`src/cgt_pkg.sv`:
```
`default_nettype none
package cgt_pkg;

  // ---------------------------------------------------------------
  // Bus geometry
  // ---------------------------------------------------------------
  localparam int unsigned ADDR_W = 8;
  localparam int unsigned DATA_W = 32;

  // ---------------------------------------------------------------
  // Register byte offsets
  // ---------------------------------------------------------------
  localparam logic [7:0] OFS_CTRL0    = 8'h00;
  localparam logic [7:0] OFS_CTRL1    = 8'h04;
  localparam logic [7:0] OFS_COUNT_HI = 8'h08;
  localparam logic [7:0] OFS_COUNT_LO = 8'h0C;
  localparam logic [7:0] OFS_RELOAD   = 8'h10;
  localparam logic [7:0] OFS_CAPTURE  = 8'h14;
  localparam logic [7:0] OFS_OUTCFG   = 8'h18;

  // ---------------------------------------------------------------
  // Field positions
  // ---------------------------------------------------------------
  localparam int unsigned C0_MODE_TOP = 7;
  localparam int unsigned C0_ISS_LSB  = 5;
  localparam int unsigned C0_CAPFLAG  = 0;
  localparam int unsigned C1_ENABLE   = 7;
  localparam int unsigned C1_POL      = 6;
  localparam int unsigned C1_PRESCALE_SELECT_LSB = 3;
  localparam int unsigned C1_MODE_LSB = 0;
  localparam int unsigned OC_OUT_FN   = 0;

  // ---------------------------------------------------------------
  // Reset, restart and step values
  // ---------------------------------------------------------------
  localparam logic [15:0] RST_COUNT   = 16'h0000;
  localparam logic [15:0] RST_RELOAD  = 16'h0000;
  localparam logic [15:0] RST_CAPTURE = 16'h0000;
  localparam logic [15:0] RESTART_VAL = 16'h0001;
  localparam logic [15:0] STEP        = 16'h0001;

  // ---------------------------------------------------------------
  // Modes {mode_select_top, mode_select_low}
  // ---------------------------------------------------------------
  localparam logic [3:0] MODE_CAP_RESTART = 4'h8;
  localparam logic [3:0] MODE_COMPARE     = 4'h5;
  localparam logic [3:0] MODE_GATED       = 4'h6;
  localparam logic [3:0] MODE_CAP_CMP     = 4'h7;
  localparam logic [3:0] MODE_DUAL_PWM    = 4'h9;

  // ---------------------------------------------------------------
  // Interrupt source select codes
  // ---------------------------------------------------------------
  localparam logic [1:0] ISS_INPUT_ONLY  = 2'h2;
  localparam logic [1:0] ISS_RELOAD_ONLY = 2'h3;

  localparam int unsigned PRESCALE_SELECT_W = 3;
  localparam int unsigned DIV_W  = 7;

  typedef enum logic [0:0] {
    RUN_WAIT = 1'b0,
    RUN_GO   = 1'b1
  } cgt_run_e;

endpackage
`default_nettype wire

```
`src/cgt_prescaler.sv`:
```
`default_nettype none
module cgt_prescaler
  import cgt_pkg::*;
#(
  parameter int unsigned DIV_BITS = cgt_pkg::DIV_W
) (
  // Clock and reset
  input  wire logic                          pclk,
  input  wire logic                          presetn,
  // Control
  input  wire logic                          clear,
  input  wire logic [cgt_pkg::PRESCALE_SELECT_W-1:0]    sel,
  // Count enable
  output logic                               tick
);
  import cgt_pkg::*;

  typedef struct packed {
    logic [DIV_BITS-1:0] cnt;
    logic                tick;
  } cgt_div_s;

  cgt_div_s s_r;
  cgt_div_s s_nxt;
  logic [DIV_BITS-1:0] mask;

  always_comb begin
    mask = DIV_BITS'((32'h1 << sel) - 32'h1);
    s_nxt = s_r;
    // Cleared while disabled so each restart divides from a clean phase
    if (clear) begin
      s_nxt.cnt  = '0;
      s_nxt.tick = 1'b0;
    end else begin
      s_nxt.cnt  = DIV_BITS'(s_r.cnt + 1'b1);
      s_nxt.tick = ((s_r.cnt & mask) == mask);
    end
  end

  always_ff @(posedge pclk or negedge presetn) begin
    if (!presetn) begin
      s_r <= '0;
    end else begin
      s_r <= s_nxt;
    end
  end

  assign tick = s_r.tick;

endmodule
`default_nettype wire

```
`src/cgt_timer.sv`:
```
`default_nettype none
module cgt_timer
  import cgt_pkg::*;
(
  // APB clock and reset
  input  wire logic                          pclk,
  input  wire logic                          presetn,
  // APB slave
  input  wire logic                          psel,
  input  wire logic                          penable,
  input  wire logic                          pwrite,
  input  wire logic [cgt_pkg::ADDR_W-1:0]    paddr,
  input  wire logic [cgt_pkg::DATA_W-1:0]    pwdata,
  input  wire logic [3:0]                    pstrb,
  output logic      [cgt_pkg::DATA_W-1:0]    prdata,
  output logic                               pready,
  output logic                               pslverr,
  // Timer pins
  input  wire logic                          timer_in,
  output logic                               timer_in_en,
  output logic                               timer_out,
  output logic                               timer_out_en,
  // Timer interrupt request
  output logic                               timer_irq
);
  import cgt_pkg::*;

  // ---------------------------------------------------------------
  // State
  // ---------------------------------------------------------------
  typedef struct packed {
    logic                sync1;
    logic                sync2;
    logic                tin_prev;
    logic                enable;
    logic                pol;
    logic [PRESCALE_SELECT_W-1:0]   prescale_select;
    logic [3:0]          mode;
    logic [1:0]          iss;
    logic                out_fn;
    logic [15:0]         count;
    logic [15:0]         reload;
    logic [15:0]         capture;
    logic [7:0]          hold;
    logic                capflag;
    cgt_run_e            run;
    logic                irq;
    logic                tout;
    logic                tin_en;
    logic                pready;
    logic                pslverr;
    logic [DATA_W-1:0]   prdata;
  } cgt_st_s;

  cgt_st_s s_r;
  cgt_st_s s_nxt;
  logic    tick;

  // ---------------------------------------------------------------
  // Helpers
  // ---------------------------------------------------------------
  function automatic logic [15:0] merge16(input logic [15:0] old_v,
                                          input logic [DATA_W-1:0] wd,
                                          input logic [3:0] st);
    logic [15:0] r;
    r = old_v;
    if (st[0]) begin
      r[7:0] = wd[7:0];
    end
    if (st[1]) begin
      r[15:8] = wd[15:8];
    end
    return r;
  endfunction

  function automatic logic mapped(input logic [ADDR_W-1:0] a);
    return (a == OFS_CTRL0) || (a == OFS_CTRL1) || (a == OFS_COUNT_HI) ||
           (a == OFS_COUNT_LO) || (a == OFS_RELOAD) || (a == OFS_CAPTURE) ||
           (a == OFS_OUTCFG);
  endfunction

  // ---------------------------------------------------------------
  // Prescaler
  // ---------------------------------------------------------------
  cgt_prescaler #(
    .DIV_BITS (DIV_W)
  ) u_prescaler (
    .pclk    (pclk),
    .presetn (presetn),
    .clear   (!s_r.enable),
    .sel     (s_r.prescale_select),
    .tick    (tick)
  );

  // ---------------------------------------------------------------
  // Next state
  // ---------------------------------------------------------------
  logic lvl;
  logic lvl_q;
  logic act;
  logic act_q;
  logic sel_edge;
  logic deassert;
  logic match;
  logic in_ev;
  logic rl_ev;
  logic cap_ev;
  logic clr_ev;
  logic acc;
  logic setup;
  logic wr;
  logic rd;

  always_comb begin
    s_nxt = s_r;
    in_ev  = 1'b0;
    rl_ev  = 1'b0;
    cap_ev = 1'b0;
    clr_ev = 1'b0;

    // Only the second and third stages are looked at; the first may be metastable
    s_nxt.sync1    = timer_in;
    s_nxt.sync2    = s_r.sync1;
    s_nxt.tin_prev = s_r.sync2;

    // Without the input function the pin reads as permanently inactive
    lvl   = s_r.tin_en ? s_r.sync2 : s_r.pol;
    lvl_q = s_r.tin_en ? s_r.tin_prev : s_r.pol;
    act   = lvl ^ s_r.pol;
    act_q = lvl_q ^ s_r.pol;
    sel_edge = act & !act_q;
    deassert = !act & act_q;
    match    = (s_r.count == s_r.reload);

    s_nxt.tin_en = ({s_r.mode} != MODE_DUAL_PWM);

    if (!s_r.enable) begin
      s_nxt.tout = s_r.pol;
      s_nxt.run  = RUN_WAIT;
    end else begin
      case (s_r.mode)
        MODE_CAP_RESTART: begin
          if (sel_edge) begin
            s_nxt.capture = s_r.count;
            s_nxt.count   = RESTART_VAL;
            in_ev  = 1'b1;
            cap_ev = 1'b1;
          end else if (tick && match) begin
            s_nxt.count = RESTART_VAL;
            rl_ev  = 1'b1;
            clr_ev = 1'b1;
          end else if (tick) begin
            s_nxt.count = 16'(s_r.count + STEP);
          end
        end
        MODE_COMPARE: begin
          // Counts on the prescaler only; the pin never clocks it
          if (tick) begin
            if (match) begin
              rl_ev = 1'b1;
              s_nxt.tout = !s_r.tout;
            end
            s_nxt.count = 16'(s_r.count + STEP);
          end
        end
        MODE_GATED: begin
          if (deassert) begin
            in_ev = 1'b1;
          end
          if (tick && act) begin
            if (match) begin
              // Restart value is fixed, so a written start only lasts one pass
              s_nxt.count = RESTART_VAL;
              rl_ev = 1'b1;
              s_nxt.tout = !s_r.tout;
            end else begin
              s_nxt.count = 16'(s_r.count + STEP);
            end
          end
        end
        MODE_CAP_CMP: begin
          if (s_r.run == RUN_WAIT) begin
            if (sel_edge) begin
              s_nxt.run = RUN_GO;
            end
          end else if (sel_edge) begin
            s_nxt.capture = s_r.count;
            s_nxt.count   = RESTART_VAL;
            in_ev  = 1'b1;
            cap_ev = 1'b1;
          end else if (tick && match) begin
            s_nxt.count = RESTART_VAL;
            rl_ev  = 1'b1;
            clr_ev = 1'b1;
          end else if (tick) begin
            s_nxt.count = 16'(s_r.count + STEP);
          end
        end
        default: begin
        end
      endcase
    end

    // Set takes priority should both ever coincide
    if (cap_ev) begin
      s_nxt.capflag = 1'b1;
    end else if (clr_ev) begin
      s_nxt.capflag = 1'b0;
    end

    s_nxt.irq = (in_ev && (s_r.iss != ISS_RELOAD_ONLY)) ||
                (rl_ev && (s_r.iss != ISS_INPUT_ONLY));

    // ---------------------------------------------------------------
    // APB: one wait state, then the transfer completes
    // ---------------------------------------------------------------
    setup = psel && penable && !s_r.pready;
    acc   = psel && penable && s_r.pready;
    wr    = acc && pwrite && mapped(paddr);
    rd    = setup && !pwrite;
    s_nxt.pready = setup;
    if (setup) begin
      s_nxt.pslverr = !mapped(paddr);
      s_nxt.prdata  = '0;
      if (!pwrite) begin
        case (paddr)
          OFS_CTRL0: begin
            s_nxt.prdata[C0_MODE_TOP] = s_r.mode[3];
            s_nxt.prdata[C0_ISS_LSB +: 2] = s_r.iss;
            s_nxt.prdata[C0_CAPFLAG] = s_r.capflag;
          end
          OFS_CTRL1: begin
            s_nxt.prdata[C1_ENABLE] = s_r.enable;
            s_nxt.prdata[C1_POL] = s_r.pol;
            s_nxt.prdata[C1_PRESCALE_SELECT_LSB +: PRESCALE_SELECT_W] = s_r.prescale_select;
            s_nxt.prdata[C1_MODE_LSB +: 3] = s_r.mode[2:0];
          end
          OFS_COUNT_HI: s_nxt.prdata[7:0] = s_r.count[15:8];
          OFS_COUNT_LO: begin
            s_nxt.prdata[7:0] = s_r.enable ? s_r.hold : s_r.count[7:0];
          end
          OFS_RELOAD:  s_nxt.prdata[15:0] = s_r.reload;
          OFS_CAPTURE: s_nxt.prdata[15:0] = s_r.capture;
          OFS_OUTCFG:  s_nxt.prdata[OC_OUT_FN] = s_r.out_fn;
          default: begin
          end
        endcase
      end
    end else if (acc) begin
      s_nxt.pslverr = 1'b0;
    end

    // Latch on the edge that samples the high byte, so both halves match
    if (rd && (paddr == OFS_COUNT_HI) && s_r.enable) begin
      s_nxt.hold = s_r.count[7:0];
    end

    // Software writes land last and override the timer's own update
    if (wr && pstrb[0]) begin
      case (paddr)
        OFS_CTRL0: begin
          s_nxt.mode[3] = pwdata[C0_MODE_TOP];
          s_nxt.iss     = pwdata[C0_ISS_LSB +: 2];
        end
        OFS_CTRL1: begin
          s_nxt.enable    = pwdata[C1_ENABLE];
          s_nxt.pol       = pwdata[C1_POL];
          s_nxt.prescale_select      = pwdata[C1_PRESCALE_SELECT_LSB +: PRESCALE_SELECT_W];
          s_nxt.mode[2:0] = pwdata[C1_MODE_LSB +: 3];
        end
        OFS_COUNT_HI: s_nxt.count[15:8] = pwdata[7:0];
        OFS_COUNT_LO: s_nxt.count[7:0]  = pwdata[7:0];
        OFS_OUTCFG:   s_nxt.out_fn      = pwdata[OC_OUT_FN];
        default: begin
        end
      endcase
    end
    if (wr && (paddr == OFS_RELOAD)) begin
      s_nxt.reload = merge16(s_r.reload, pwdata, pstrb);
    end
    if (wr && (paddr == OFS_CAPTURE)) begin
      // Clearing this before enabling lets software spot reload interrupts
      s_nxt.capture = merge16(s_r.capture, pwdata, pstrb);
    end
  end

  // ---------------------------------------------------------------
  // Registers
  // ---------------------------------------------------------------
  always_ff @(posedge pclk or negedge presetn) begin
    if (!presetn) begin
      s_r         <= '0;
      s_r.count   <= RST_COUNT;
      s_r.reload  <= RST_RELOAD;
      s_r.capture <= RST_CAPTURE;
      s_r.run     <= RUN_WAIT;
      s_r.tin_en  <= 1'b1;
    end else begin
      s_r <= s_nxt;
    end
  end

  // ---------------------------------------------------------------
  // Outputs
  // ---------------------------------------------------------------
  assign prdata       = s_r.prdata;
  assign pready       = s_r.pready;
  assign pslverr      = s_r.pslverr;
  assign timer_in_en  = s_r.tin_en;
  assign timer_out    = s_r.tout;
  assign timer_out_en = s_r.out_fn;
  assign timer_irq    = s_r.irq;

endmodule
`default_nettype wire

```
`config.mk`:
```
export PLATFORM = sky130hd
export DESIGN_NAME = cgt_timer
export DESIGN_NICKNAME = d
export VERILOG_FILES = /design/src/cgt_pkg.sv /design/src/cgt_prescaler.sv /design/src/cgt_timer.sv
export SDC_FILE = /design/constraint.sdc
export NUM_CORES = 1
export LEC_CHECK = 0
export BUFFER_PORTS_ARGS = -buffer_cell sky130_fd_sc_hd__buf_2
export CORE_MARGIN = 4
export CORE_UTILIZATION = 32
export CTS_CLUSTER_DIAMETER = 30
export DETAILED_ROUTE_END_ITERATION = 6
export PLACE_DENSITY_LB_ADDON = 0.25
export SYNTH_ARGS = -nofsm -noshare
export SYNTH_HDL_FRONTEND = slang
export SYNTH_SLANG_ARGS = --single-unit
```
`constraint.sdc`:
```
create_clock -name pclk -period 3.6 [get_ports pclk]
set_input_delay 0.72 -clock pclk [delete_from_list [all_inputs] [get_ports pclk]]
set_output_delay 0.72 -clock pclk [all_outputs]
set_load 0.05 [all_outputs]
```
==> results of run 1 <==
## flip-flops by register name, indices dropped and copies added, names as in the netlist
| name | flops |
|---|---|
| s_r | 70 |
| prdata | 16 |
| pslverr | 1 |
| timer_out_en | 1 |
| timer_in_en | 1 |
| u_prescaler.tick | 1 |
| u_prescaler.s_r | 7 |
| timer_irq | 1 |
| pready | 1 |
| s_nxt | 2 |
| timer_out | 1 |
## power groups by stage
stage               sequential [µW]  clock [µW]  combinational (µW)
detailed placement             1230           0                 198
global route                   1210        1100                 216
finish                         1200        1020                 195
floorplan                      1230           0                 124
CTS                            1200        1050                 198
global placement               1220           0                 195
## per-layer routing
layer	up-vias	part of all wire	track usage	wire length [µm]
li1	2399	-	-	-
met1	2502	0.45	0.246	8420
met2	189	0.46	0.277	8690
met3	27	0.072	0.0420	1360
met4	2	0.016	0.0429	308
met5	-	0.00037	0	7
## placed cells by master (no fill, tap or decap), drive strengths merged, types with 5 or more instances in the layout
| master | synthesis | routed |
|---|---|---|
| inv | 10 | 10 |
| buf | 50 | 72 |
| or3 | 6 | 6 |
| o21ai | 39 | 39 |
| a21oi | 34 | 34 |
| mux2i | 17 | 17 |
| nor4 | 8 | 8 |
| o31ai | 5 | 5 |
| conb | 1 | 16 |
| nand3 | 26 | 26 |
| nor3 | 20 | 20 |
| or2 | 7 | 7 |
| a22oi | 25 | 25 |
| a211oi | 5 | 5 |
| a22o | 6 | 6 |
| nand2 | 51 | 51 |
| and3 | 6 | 6 |
| xnor2 | 20 | 20 |
| clkbuf | 24 | 12 |
| mux2 | 35 | 35 |
| and2 | 5 | 5 |
| nor2 | 54 | 54 |
| dfrtp | 101 | 101 |
| nand4 | 11 | 11 |
| o211ai | 6 | 6 |
## per-stage QoR
stage	area, µm²	worst slack [ns]
2_1_floorplan	6290	1.07
3_3_place_gp	6580	0.633
3_5_place_dp	6580	0.593
4_1_cts	6890	0.746
5_1_grt	6890	0.559
6_report	6890	0.696
## Yosys cell counts (all sizes together), types with 7 or more instances
cell,count,area (µm²)
nor4,8,71.3
nand3,26,140
xnor2,20,175
mux2i,17,170
inv,10,37.5
mux2,35,394
a21oi,34,174
dfrtp,101,2530
nand2,51,191
a22oi,25,188
o21ai,39,199
clkbuf,24,90.1
nor2,54,219
buf,50,357
nor3,20,115
or2,7,43.8
nand4,11,75.1
## final cells by class
cell class                      instances  area, µm²  area share
Tap cell                              260        325      0.0472
Clock inverter                          3       42.5     0.00617
Multi-Input combinational cell        481       3250       0.472
Inverter                               11       41.3     0.00599
Sequential cell                       102       2550       0.370
Timing Repair Buffer                   72        410      0.0595
Clock buffer                           12        267      0.0387
## cells by family (layout without fill, tap and decap cells)
group	count (synthesis)	after routing
other	1	16
AO/OA/AOI/OAI	163	163
buffers and inverters	85	98
flip-flops	102	102
AND/OR/NAND/NOR	223	223
XOR/XNOR	24	24
multiplexers	52	52
adder cells (fa/ha/maj)	3	3
## worst max-delay path, cell delays in order, from the launching register on
cell	delay, ns
sky130_fd_sc_hd__dfrtp_1	0.59
sky130_fd_sc_hd__or4bb_1	0.84
sky130_fd_sc_hd__o31ai_2	0.20
sky130_fd_sc_hd__a21oi_2	0.15
sky130_fd_sc_hd__a211oi_2	0.45
sky130_fd_sc_hd__buf_4	0.25
sky130_fd_sc_hd__nand3b_1	0.08
sky130_fd_sc_hd__a31oi_1	0.24
## final timing paths
| check | startpoint | cells after the start | endpoint | slack [ns] |
|---|---|---|---|---|
| worst max-delay path | s_r[99]$_DFFE_PN0P_ | 7 | s_r[93]$_DFF_PN0_ | 0.70 |
| worst min-delay path | s_nxt[108]$_DFF_PN0_ | 0 | s_nxt[107]$_DFF_PN0_ | 0.35 |
| worst max register to register | s_r[99]$_DFFE_PN0P_ | 7 | s_r[93]$_DFF_PN0_ | 0.70 |
| worst min register to register | s_nxt[108]$_DFF_PN0_ | 0 | s_nxt[107]$_DFF_PN0_ | 0.35 |
| max in group asynchronous | presetn | 2 | prdata[7]$_DFFE_PN0P_ | 2.34 |
| min in group asynchronous | presetn | 1 | s_r[57]$_DFFE_PN0P_ | 0.41 |
==> load_flow_metrics.sql, run 1 <==
INSERT INTO impl_metrics (metric_group, metric, value, unit) VALUES
('outcome', 'outcome', 'complete, no violations', ''),
('sta', 'timing_hold_violations_final', '0', ''),
('drt', 'number_of_vias_after_detailed_routing', '5119', ''),
('sta', 'worst_hold_margin', '0.353', 'ns'),
('floorplan', 'die-width', '148', 'µm'),
('grt', 'grt_start_max_net_pins', '54', ''),
('sta', 'timing.slew.headroom', '0.460', ''),
('finish', 'num-fill-cells', '1968', ''),
('sta', 'final_min_period_over_clock_period', '0.807', ''),
('pwr', 'clock_power_share', '0.423', ''),
('drt', 'drt_pre_antenna_iters', '5', ''),
('critical_path', 'worst_ep_required_time', '3.86', 'ns'),
('critical_path', 'critical_path_peak_fanout', '14', ''),
('finish', 'layout-drive-gt1-share', '0.228', ''),
('sta', 'finalMaxSlewViolations', '0', ''),
('synthesis', 'postSynthCellCount', '653', ''),
('floorplan', 'coreArea', '0.0190', 'mm²'),
('pwr', 'power.net_switching', '604', 'µW'),
('clock_network', 'clock-sinks', '102', ''),
('floorplan', 'top_level_ports', '88', ''),
('drt', 'initialDrtViolationCount', '512', ''),
('sta', 'grt_setup_unrepaired', 'no', ''),
('synthesis', 'syn_area_per_cell', '9.55', 'µm²'),
('sta', 'fin_crit', '2.90', 'ns'),
('synthesis', 'netlist-cell-type-count', '82', ''),
('floorplan', 'core.rowCount', '50', ''),
('synthesis', 'async_reset_ff_frac', '1.00', ''),
('job', 'drv.max_cap_violation_count', '0', ''),
('drt', 'route.detailed.drc', '0', ''),
('clock_network', 'cts_post_setup_buffers_inserted', '0', ''),
('drt', 'route.detailed.wl_per_inst', '20.0', 'µm'),
('sta', 'report.final.setup_viol', '0', ''),
('finish', 'diodes', '0', ''),
('finish', 'syn2layout_area_growth', '10.5', '%'),
('finish', 'post-route-util', '0.364', ''),
('sta', 'fmax', '344', 'MHz'),
('drt', 'totalWireLength', '18800', 'µm'),
('pwr', 'power-per-cell-area', '351', 'mW/mm²'),
('pwr', 'netSwitchingFraction', '0.249', ''),
('critical_path', 'critPathLaunchType', 'flop', ''),
('clock_network', 'clock_path_buffers', '2', ''),
('synthesis', 'synth_simple_gate_area_share', '0.198', ''),
('clock_network', 'hold_buffers', '0', ''),
('synthesis', 'synthesis.area', '0.00624', 'mm²'),
('grt', 'grt_util_all_layers', '0.176', ''),
('sta', 'setup-tns-final', '0', 'ns'),
('clock_network', 'postCtsResizedCells', '0', ''),
('synthesis', 'yosysSeqAreaShare', '0.409', ''),
('synthesis', 'synth_fa_ha_area_frac', '0.00602', ''),
('min_path', 'holdCritPathClass', 'flop to flop', ''),
('floorplan', 'initial_utilization', '0.329', ''),
('sta', 'timing_worst_slew_pin_value', '0.802', 'ns'),
('synthesis', 'synth.mux.area_fraction', '0.0905', ''),
('clock_network', 'path_clk_slew', '0.07', 'ns'),
('floorplan', 'fp.dieArea', '0.0218', 'mm²'),
('critical_path', 'worst_setup_path_category', 'flop to flop', ''),
('placement', 'placed_cells_incl_taps', '926', ''),
('synthesis', 'synthXorXnorAreaFrac', '0.0337', ''),
('pwr', 'logic_gate_share_of_total_power', '0.081', ''),
('synthesis', 'synth_compound_gate_area_share', '0.184', ''),
('synthesis', 'synth_top_flop_cell', 'sky130_fd_sc_hd__dfrtp_1', ''),
('placement', 'place_congestion', '0.918', ''),
('pwr', 'leakagePower', '0.00291', 'µW'),
('grt', 'initial_antenna_violation_count', '1', ''),
('drt', 'ant_nets', '0', ''),
('synthesis', 'combinational_family_with_the_most_area_after_synthesis', 'simple AND/OR/NAND/NOR gates', ''),
('synthesis', 'count_of_flip_flops_with_a_built_in_enable_after_synthesis', '0', ''),
('finish', 'stdcell_count', '941', ''),
('clock_network', 'clock_tree_from_tritoncts', 'yes', ''),
('drt', 'post_drt_via_cell_ratio', '5.44', ''),
('clock_network', 'h-tree-depth', '3', '');
Power figures use the tool's default switching activity.
==> run 2, diff against run 1 <==
==> constraint.sdc (replaced) <==
create_clock -name pclk -period 2.7 [get_ports pclk]
set_input_delay 0.54 -clock pclk [delete_from_list [all_inputs] [get_ports pclk]]
set_output_delay 0.54 -clock pclk [all_outputs]
set_load 0.05 [all_outputs]
==> run 2 against run 1 <==
- sequential power is 34% higher
- combinational power is 37% higher
- worst hold slack worse by 0.20 ns
- register-to-register slack worse by 0.38 ns
==> load_flow_metrics.sql, run 2 (same netlist as run 1, synthesis figures left out) <==
INSERT INTO impl_metrics (metric_group, metric, value, unit) VALUES
('outcome', 'outcome', 'complete, no violations', ''),
('pwr', 'power-per-cell-area', '457', 'mW/mm²'),
('sta', 'report.final.setup_viol', '0', ''),
('pwr', 'seq_power_share', '0.489', ''),
('clock_network', 'numCtsBuffers', '9', ''),
('finish', 'leading_cell_type_in_the_layout_fill_and_taps_excluded', 'sky130_fd_sc_hd__dfrtp_1', ''),
('finish', 'mostFrequentLayoutCells', '101 x sky130_fd_sc_hd__dfrtp_1, 53 x sky130_fd_sc_hd__nor2_1, 52 x sky130_fd_sc_hd__buf_2', ''),
('sta', 'fmax', '420', 'MHz'),
('grt', 'grt_pass1_wl', '31000', 'µm'),
('clock_network', 'clock_tree_from_tritoncts', 'yes', ''),
('critical_path', 'critPathLaunchType', 'flop', ''),
('pwr', 'leakagePower', '0.00308', 'µW'),
('grt', 'grt_pass1_vias', '5253', ''),
('clock_network', 'clock_path_buffers', '2', ''),
('sta', 'final_min_period_over_clock_period', '0.883', ''),
('drt', 'ant_nets', '0', ''),
('clock_network', 'path_clk_slew', '0.07', 'ns'),
('finish', 'post-route-util', '0.379', ''),
('floorplan', 'die_height', '148', 'µm'),
('drt', 'totalWireLength', '19700', 'µm'),
('sta', 'timing.slew.headroom', '0.587', ''),
('grt', 'grt_util_all_layers', '0.182', ''),
('placement', 'place_hpwl', '14800', 'µm'),
('floorplan', 'die-width', '148', 'µm'),
('floorplan', 'initial_utilization', '0.329', ''),
('pwr', 'finalPower', '3290', 'µW'),
('critical_path', 'regToRegStartpoint', 's_r[100]$_DFFE_PN0P_', ''),
('finish', 'layout-drive-gt1-share', '0.264', ''),
('drt', 'route.detailed.wl_per_inst', '20.3', 'µm'),
('finish', 'diodes', '0', ''),
('placement', 'place_ws', '0.159', 'ns'),
('drt', 'post_drt_via_cell_ratio', '5.54', ''),
('critical_path', 'critPathTopFamily', 'compound AO/OA/AOI/OAI gates', ''),
('critical_path', 'reg2reg_slack', '0.32', 'ns'),
('clock_network', 'clock-sinks', '102', ''),
('floorplan', 'fp.dieArea', '0.0218', 'mm²'),
('finish', 'syn2layout_area_growth', '15.2', '%'),
('pwr', 'worst_ir_drop_vdd', '0.301', 'mV'),
('clock_network', 'h-tree-depth', '3', ''),
('sta', 'grt_setup_unrepaired', 'no', ''),
('critical_path', 'timing.critical_path.slowest_stage_cell', 'sky130_fd_sc_hd__dfrtp_1', ''),
('critical_path', 'critical_path_peak_fanout', '10', ''),
('placement', 'place_congestion', '0.892', ''),
('pwr', 'power.net_switching', '848', 'µW'),
('drt', 'route.detailed.drc', '0', ''),
('pwr', 'logic_gate_share_of_total_power', '0.082', ''),
('pwr', 'clock_power_share', '0.430', ''),
('drt', 'initialDrtViolationCount', '551', ''),
('placement', 'port_buffers', '53', ''),
('critical_path', 'worst_r2r_endpoint', 's_r[84]$_DFF_PN0_', ''),
('finish', 'largest_reg_flops', '70', ''),
('critical_path', 'number_of_cells_on_the_worst_reg_to_reg_path', '7', ''),
('sta', 'timing_worst_slew_pin_value', '0.620', 'ns'),
('floorplan', 'core.rowCount', '50', ''),
('drt', 'drt_pre_antenna_iters', '5', ''),
('grt', 'grt_start_max_net_pins', '66', ''),
('sta', 'finClkSkew', '0.00644', 'ns'),
('finish', 'nNetsFinal', '761', ''),
('job', 'drv.max_cap_violation_count', '0', ''),
('floorplan', 'top_level_ports', '88', ''),
('critical_path', 'worst_ep_required_time', '2.95', 'ns'),
('sta', 'final_critical_path_setup_slack', '0.316', 'ns'),
('critical_path', 'timing.critical_path.buf_inv', '1', ''),
('sta', 'fin_crit', '2.38', 'ns'),
('sta', 'finalMaxSlewViolations', '0', ''),
('min_path', 'holdCritPathClass', 'primary input to asynchronous set/reset pin', ''),
('finish', 'largest-register', 's_r', ''),
('pwr', 'p_int', '2440', 'µW'),
('sta', 'timing_hold_violations_final', '0', ''),
('clock_network', 'cts_root_buffer', 'sky130_fd_sc_hd__clkbuf_16', ''),
('sta', 'setup-tns-final', '0', 'ns'),
('grt', 'initial_antenna_violation_count', '0', ''),
('critical_path', 'worstPathArrival', '2.63', 'ns'),
('critical_path', 'crit_path_cell_trace', 'nor2b_2, a31o_2, nand3_2, o22a_1, buf_4, a22oi_1, nand2_1', ''),
('critical_path', 'worst_setup_path_category', 'flop to flop', ''),
('grt', 'globalRouteOverflowTotal', '0', ''),
('pwr', 'netSwitchingFraction', '0.258', ''),
('floorplan', 'coreArea', '0.0190', 'mm²'),
('critical_path', 'critical_path.endpoint_type', 'flop', ''),
('drt', 'number_of_vias_after_detailed_routing', '5390', ''),
('clock_network', 'worstSkewPairLatency', '0.36', 'ns'),
('critical_path', 'worst_path_largest_cell_delay', '0.54', 'ns');
[run 2: cell types whose count changed in the layout (fill, tap and decap cells not counted), sizes merged]
cell  change
buf      +31
inv       +1
[run 2: area by class of cell]
cell class | instances | area [µm²]
well taps | 260 | 325
clock inverters | 4 | 51.3
fillers | 1936 | 11800
clock buffers | 12 | 267
multi-input cells | 481 | 3260
repair buffers | 103 | 693
inverters | 11 | 41.3
flip-flops and latches | 102 | 2550
[run 2: worst register-to-register path, stage by stage (launching register included)]
cell                      delay, ns
sky130_fd_sc_hd__dfrtp_1       0.54
sky130_fd_sc_hd__nor2b_2       0.37
sky130_fd_sc_hd__a31o_2        0.25
sky130_fd_sc_hd__nand3_2       0.24
sky130_fd_sc_hd__o22a_1        0.44
sky130_fd_sc_hd__buf_4         0.21
sky130_fd_sc_hd__a22oi_1       0.15
sky130_fd_sc_hd__nand2_1       0.07
[run 2: stage by stage]
| step | cell area, µm² | instances | hold WS (ns) |
|---|---|---|---|
| final | 7190 | 973 | 0.156 |
| after global routing | 7190 | 973 | 0.194 |
| after CTS | 7140 | 971 | 0.169 |
| after detailed placement | 6830 | 955 | 0.336 |
| after global placement | 6830 | 955 | 0.333 |
| after floorplan | 6290 | 668 | 0.244 |
[run 2: how the worst max path moves through the flow]
stage | startpoint | to | slack [ns] | depth (start not counted)
global placement | paddr[4] | s_r[78]$_DFFE_PN0P_ | 0.23 | 6
global route | s_r[100]$_DFFE_PN0P_ | s_r[84]$_DFF_PN0_ | 0.14 | 7
CTS | s_r[100]$_DFFE_PN0P_ | s_r[52]$_DFFE_PN0P_ | 0.16 | 6
detailed placement | s_r[100]$_DFFE_PN0P_ | s_r[52]$_DFFE_PN0P_ | 0.16 | 6
floorplan | paddr[4] | s_r[63]$_DFFE_PN0P_ | 0.35 | 6
finish | s_r[100]$_DFFE_PN0P_ | s_r[84]$_DFF_PN0_ | 0.32 | 7
[run 2: repair_timing]
action,CTS,global route
hold buffers,0,0
setup buffers,0,2
hold endpoints to repair,0,0
setup endpoints to repair,0,17
gates resized for setup,0,1
[run 2: power by group through the flow]
| stage | registers, µW | logic, µW | clock network (µW) |
|---|---|---|---|
| 2_1_floorplan | 1630 | 166 | 0 |
| 3_3_place_gp | 1630 | 263 | 0 |
| 3_5_place_dp | 1640 | 270 | 0 |
| 4_1_cts | 1610 | 271 | 1450 |
| 5_1_grt | 1610 | 293 | 1520 |
| 6_report | 1610 | 268 | 1410 |
[run 2: metal layers]
layer	wire length [µm]	GRT usage	up-vias
met2	9180	0.287	221
met4	437	0.0475	0
met5	0	0	-
met3	1430	0.0441	26
li1	-	-	2468
met1	8670	0.252	2675
==> run 3, diff against run 2 <==
--- a/config.mk
+++ b/config.mk
@@ -5,11 +5,11 @@
 export SDC_FILE = /design/constraint.sdc
 export NUM_CORES = 1
 export LEC_CHECK = 0
-export BUFFER_PORTS_ARGS = -buffer_cell sky130_fd_sc_hd__buf_2
 export CORE_MARGIN = 4
-export CORE_UTILIZATION = 32
+export CORE_UTILIZATION = 49
 export CTS_CLUSTER_DIAMETER = 30
 export DETAILED_ROUTE_END_ITERATION = 6
+export DONT_BUFFER_PORTS = 1
 export PLACE_DENSITY_LB_ADDON = 0.25
 export SYNTH_ARGS = -nofsm -noshare
 export SYNTH_HDL_FRONTEND = slang
==> run 3 against run 2 <==
- the flow now finishes with violations (hold timing)
- core utilization rose by 16 points
- die area fell by 33%
- non-clock buffer count fell by 69
- clock power fell by 9%
- highest routed layer unchanged
==> load_flow_metrics.sql, run 3 (same netlist as run 1, synthesis figures left out) <==
INSERT INTO impl_metrics (metric_group, metric, value, unit) VALUES
('floorplan', 'die-width', '121', 'µm'),
('pwr', 'power.net_switching', '773', 'µW'),
('floorplan', 'coreArea', '0.0122', 'mm²'),
('critical_path', 'critical_path_peak_fanout', '16', ''),
('job', 'drv.max_cap_violation_count', '0', ''),
('sta', 'timing_hold_violations_final', '101', ''),
('finish', 'diodes', '0', ''),
('sta', 'fmax', '403', 'MHz'),
('critical_path', 'critical_path.endpoint_type', 'flop', ''),
('clock_network', 'path_clk_slew', '0.07', 'ns'),
('critical_path', 'timing.critical_path.slowest_stage_cell', 'sky130_fd_sc_hd__o31ai_4', ''),
('sta', 'report.final.setup_viol', '0', ''),
('drt', 'totalWireLength', '17100', 'µm'),
('sta', 'timing.slew.headroom', '0.564', ''),
('critical_path', 'worstPathArrival', '2.76', 'ns'),
('clock_network', 'clock-sinks', '102', ''),
('clock_network', 'worstSkewPairLatency', '0.36', 'ns'),
('floorplan', 'fp.dieArea', '0.0146', 'mm²'),
('critical_path', 'number_of_cells_on_the_worst_reg_to_reg_path', '6', ''),
('finish', 'leading_cell_type_in_the_layout_fill_and_taps_excluded', 'sky130_fd_sc_hd__dfrtp_1', ''),
('placement', 'place_hpwl', '12500', 'µm'),
('drt', 'route.detailed.drc', '0', ''),
('pwr', 'clock_power_share', '0.421', ''),
('critical_path', 'crit_path_cell_trace', 'nor2b_1, a31o_2, nand3_2, o31ai_4, nor2_1, a21oi_1', ''),
('sta', 'final_min_period_over_clock_period', '0.919', ''),
('drt', 'post_drt_via_cell_ratio', '6.20', ''),
('sta', 'finClkSkew', '0.00591', 'ns'),
('min_path', 'holdCritPathClass', 'primary input to asynchronous set/reset pin', ''),
('critical_path', 'critPathTopFamily', 'compound AO/OA/AOI/OAI gates', ''),
('sta', 'grt_setup_unrepaired', 'no', ''),
('drt', 'drt_pre_antenna_iters', '5', ''),
('critical_path', 'reg2reg_slack', '0.22', 'ns'),
('grt', 'grt_pass1_vias', '4812', ''),
('grt', 'globalRouteOverflowTotal', '0', ''),
('placement', 'place_congestion', '0.963', ''),
('critical_path', 'worst_setup_path_category', 'flop to flop', ''),
('drt', 'initialDrtViolationCount', '561', ''),
('critical_path', 'worst_path_largest_cell_delay', '0.67', 'ns'),
('grt', 'initial_antenna_violation_count', '0', ''),
('clock_network', 'clock_path_buffers', '2', ''),
('clock_network', 'numCtsBuffers', '9', ''),
('finish', 'largest-register', 's_r', ''),
('floorplan', 'top_level_ports', '88', ''),
('critical_path', 'endpoint', 's_r[55]$_DFFE_PN0P_', ''),
('critical_path', 'critPathLaunchType', 'flop', ''),
('clock_network', 'h-tree-depth', '3', ''),
('outcome', 'failed_checks', 'hold timing', ''),
('sta', 'worst_hold_margin', '-0.128', 'ns'),
('grt', 'grt_start_max_net_pins', '103', ''),
('floorplan', 'die_height', '121', 'µm'),
('sta', 'finalMaxSlewViolations', '0', ''),
('sta', 'fin_crit', '2.48', 'ns'),
('drt', 'route.detailed.wl_per_inst', '21.0', 'µm'),
('drt', 'number_of_vias_after_detailed_routing', '5033', ''),
('finish', 'nNetsFinal', '692', ''),
('finish', 'mostFrequentLayoutCells', '101 x sky130_fd_sc_hd__dfrtp_1, 53 x sky130_fd_sc_hd__nor2_1, 51 x sky130_fd_sc_hd__nand2_1', ''),
('sta', 'final_critical_path_setup_slack', '0.218', 'ns'),
('clock_network', 'clock_tree_from_tritoncts', 'yes', ''),
('drt', 'ant_nets', '0', ''),
('critical_path', 'crit_cells', '6', ''),
('critical_path', 'worst_r2r_endpoint', 's_r[55]$_DFFE_PN0P_', ''),
('grt', 'grt_pass1_wl', '27200', 'µm'),
('pwr', 'worst_ir_drop_vdd', '0.259', 'mV'),
('pwr', 'logic_gate_share_of_total_power', '0.051', ''),
('critical_path', 'regToRegStartpoint', 's_r[100]$_DFFE_PN0P_', ''),
('pwr', 'seq_power_share', '0.527', ''),
('placement', 'port_buffers', '0', ''),
('clock_network', 'cts_root_buffer', 'sky130_fd_sc_hd__clkbuf_16', ''),
('finish', 'syn2layout_area_growth', '5.92', '%'),
('grt', 'grt_util_all_layers', '0.240', ''),
('outcome', 'outcome', 'complete, but fails checks', ''),
('clock_network', 'postCtsResizedCells', '0', ''),
('pwr', 'finalPower', '3060', 'µW'),
('sta', 'setup-tns-final', '0', 'ns'),
('placement', 'post_dp_cell_area', '0.00631', 'mm²'),
('critical_path', 'worst_ep_required_time', '2.98', 'ns'),
('pwr', 'netSwitchingFraction', '0.253', ''),
('floorplan', 'core.rowCount', '40', ''),
('pwr', 'p_int', '2280', 'µW'),
('finish', 'finish.instance_area', '0.00661', 'mm²'),
('finish', 'largest_reg_flops', '70', ''),
('pwr', 'leakagePower', '0.00274', 'µW'),
('sta', 'timing_worst_slew_pin_value', '0.655', 'ns'),
('placement', 'place_ws', '0.299', 'ns'),
('critical_path', 'critPathLaunch', 's_r[100]$_DFFE_PN0P_', ''),
('clock_network', 'cts_post_setup_buffers_inserted', '0', ''),
('floorplan', 'initial_utilization', '0.511', ''),
('finish', 'layout-drive-gt1-share', '0.183', ''),
('critical_path', 'timing.critical_path.buf_inv', '0', ''),
('pwr', 'power-per-cell-area', '463', 'mW/mm²');
[run 3: stage by stage]
| step | std cells | hold WS, ns | utilization |
|---|---|---|---|
| after floorplan | 668 | 0.244 | - |
| after global placement | 796 | 0.247 | 0.517 |
| after detailed placement | 796 | 0.247 | 0.517 |
| after CTS | 812 | -0.137 | 0.541 |
| after global routing | 812 | -0.150 | 0.541 |
| final | 812 | -0.128 | 0.541 |
[run 3: worst min-delay path by stage]
stage	start	endpoint	slack, ns	cells past startpoint
after floorplan	presetn	prdata[0]$_DFFE_PN0P_	0.24	0
after global placement	presetn	prdata[10]$_DFFE_PN0P_	0.25	0
after detailed placement	presetn	prdata[9]$_DFFE_PN0P_	0.25	0
after CTS	presetn	prdata[9]$_DFFE_PN0P_	-0.14	0
after global routing	presetn	prdata[10]$_DFFE_PN0P_	-0.15	0
final	presetn	prdata[10]$_DFFE_PN0P_	-0.13	0
[run 3: final cells by class]
cell class,instances,area (µm²)
Clock buffer,10,239
Tap cell,168,210
Timing Repair Buffer,34,255
Clock inverter,6,55.1
Sequential cell,102,2550
Inverter,11,41.3
Multi-Input combinational cell,481,3250
Fill cell,1109,5600
[run 3: power groups by stage]
stage	Combinational (µW)	Sequential (µW)	Clock [µW]
6_report	157	1610	1290
5_1_grt	174	1620	1380
4_1_cts	157	1610	1310
3_5_place_dp	156	1640	0
3_3_place_gp	154	1640	0
2_1_floorplan	166	1630	0
[run 3: per-layer routing]
layer  vias to the layer above  GRT usage  routed length (µm)
li1                       2321          -                   -
met1                      2441      0.335                7240
met2                       235      0.371                7860
met3                        36     0.0472                1510
met4                         0     0.0836                 473
met5                         -          0                   0
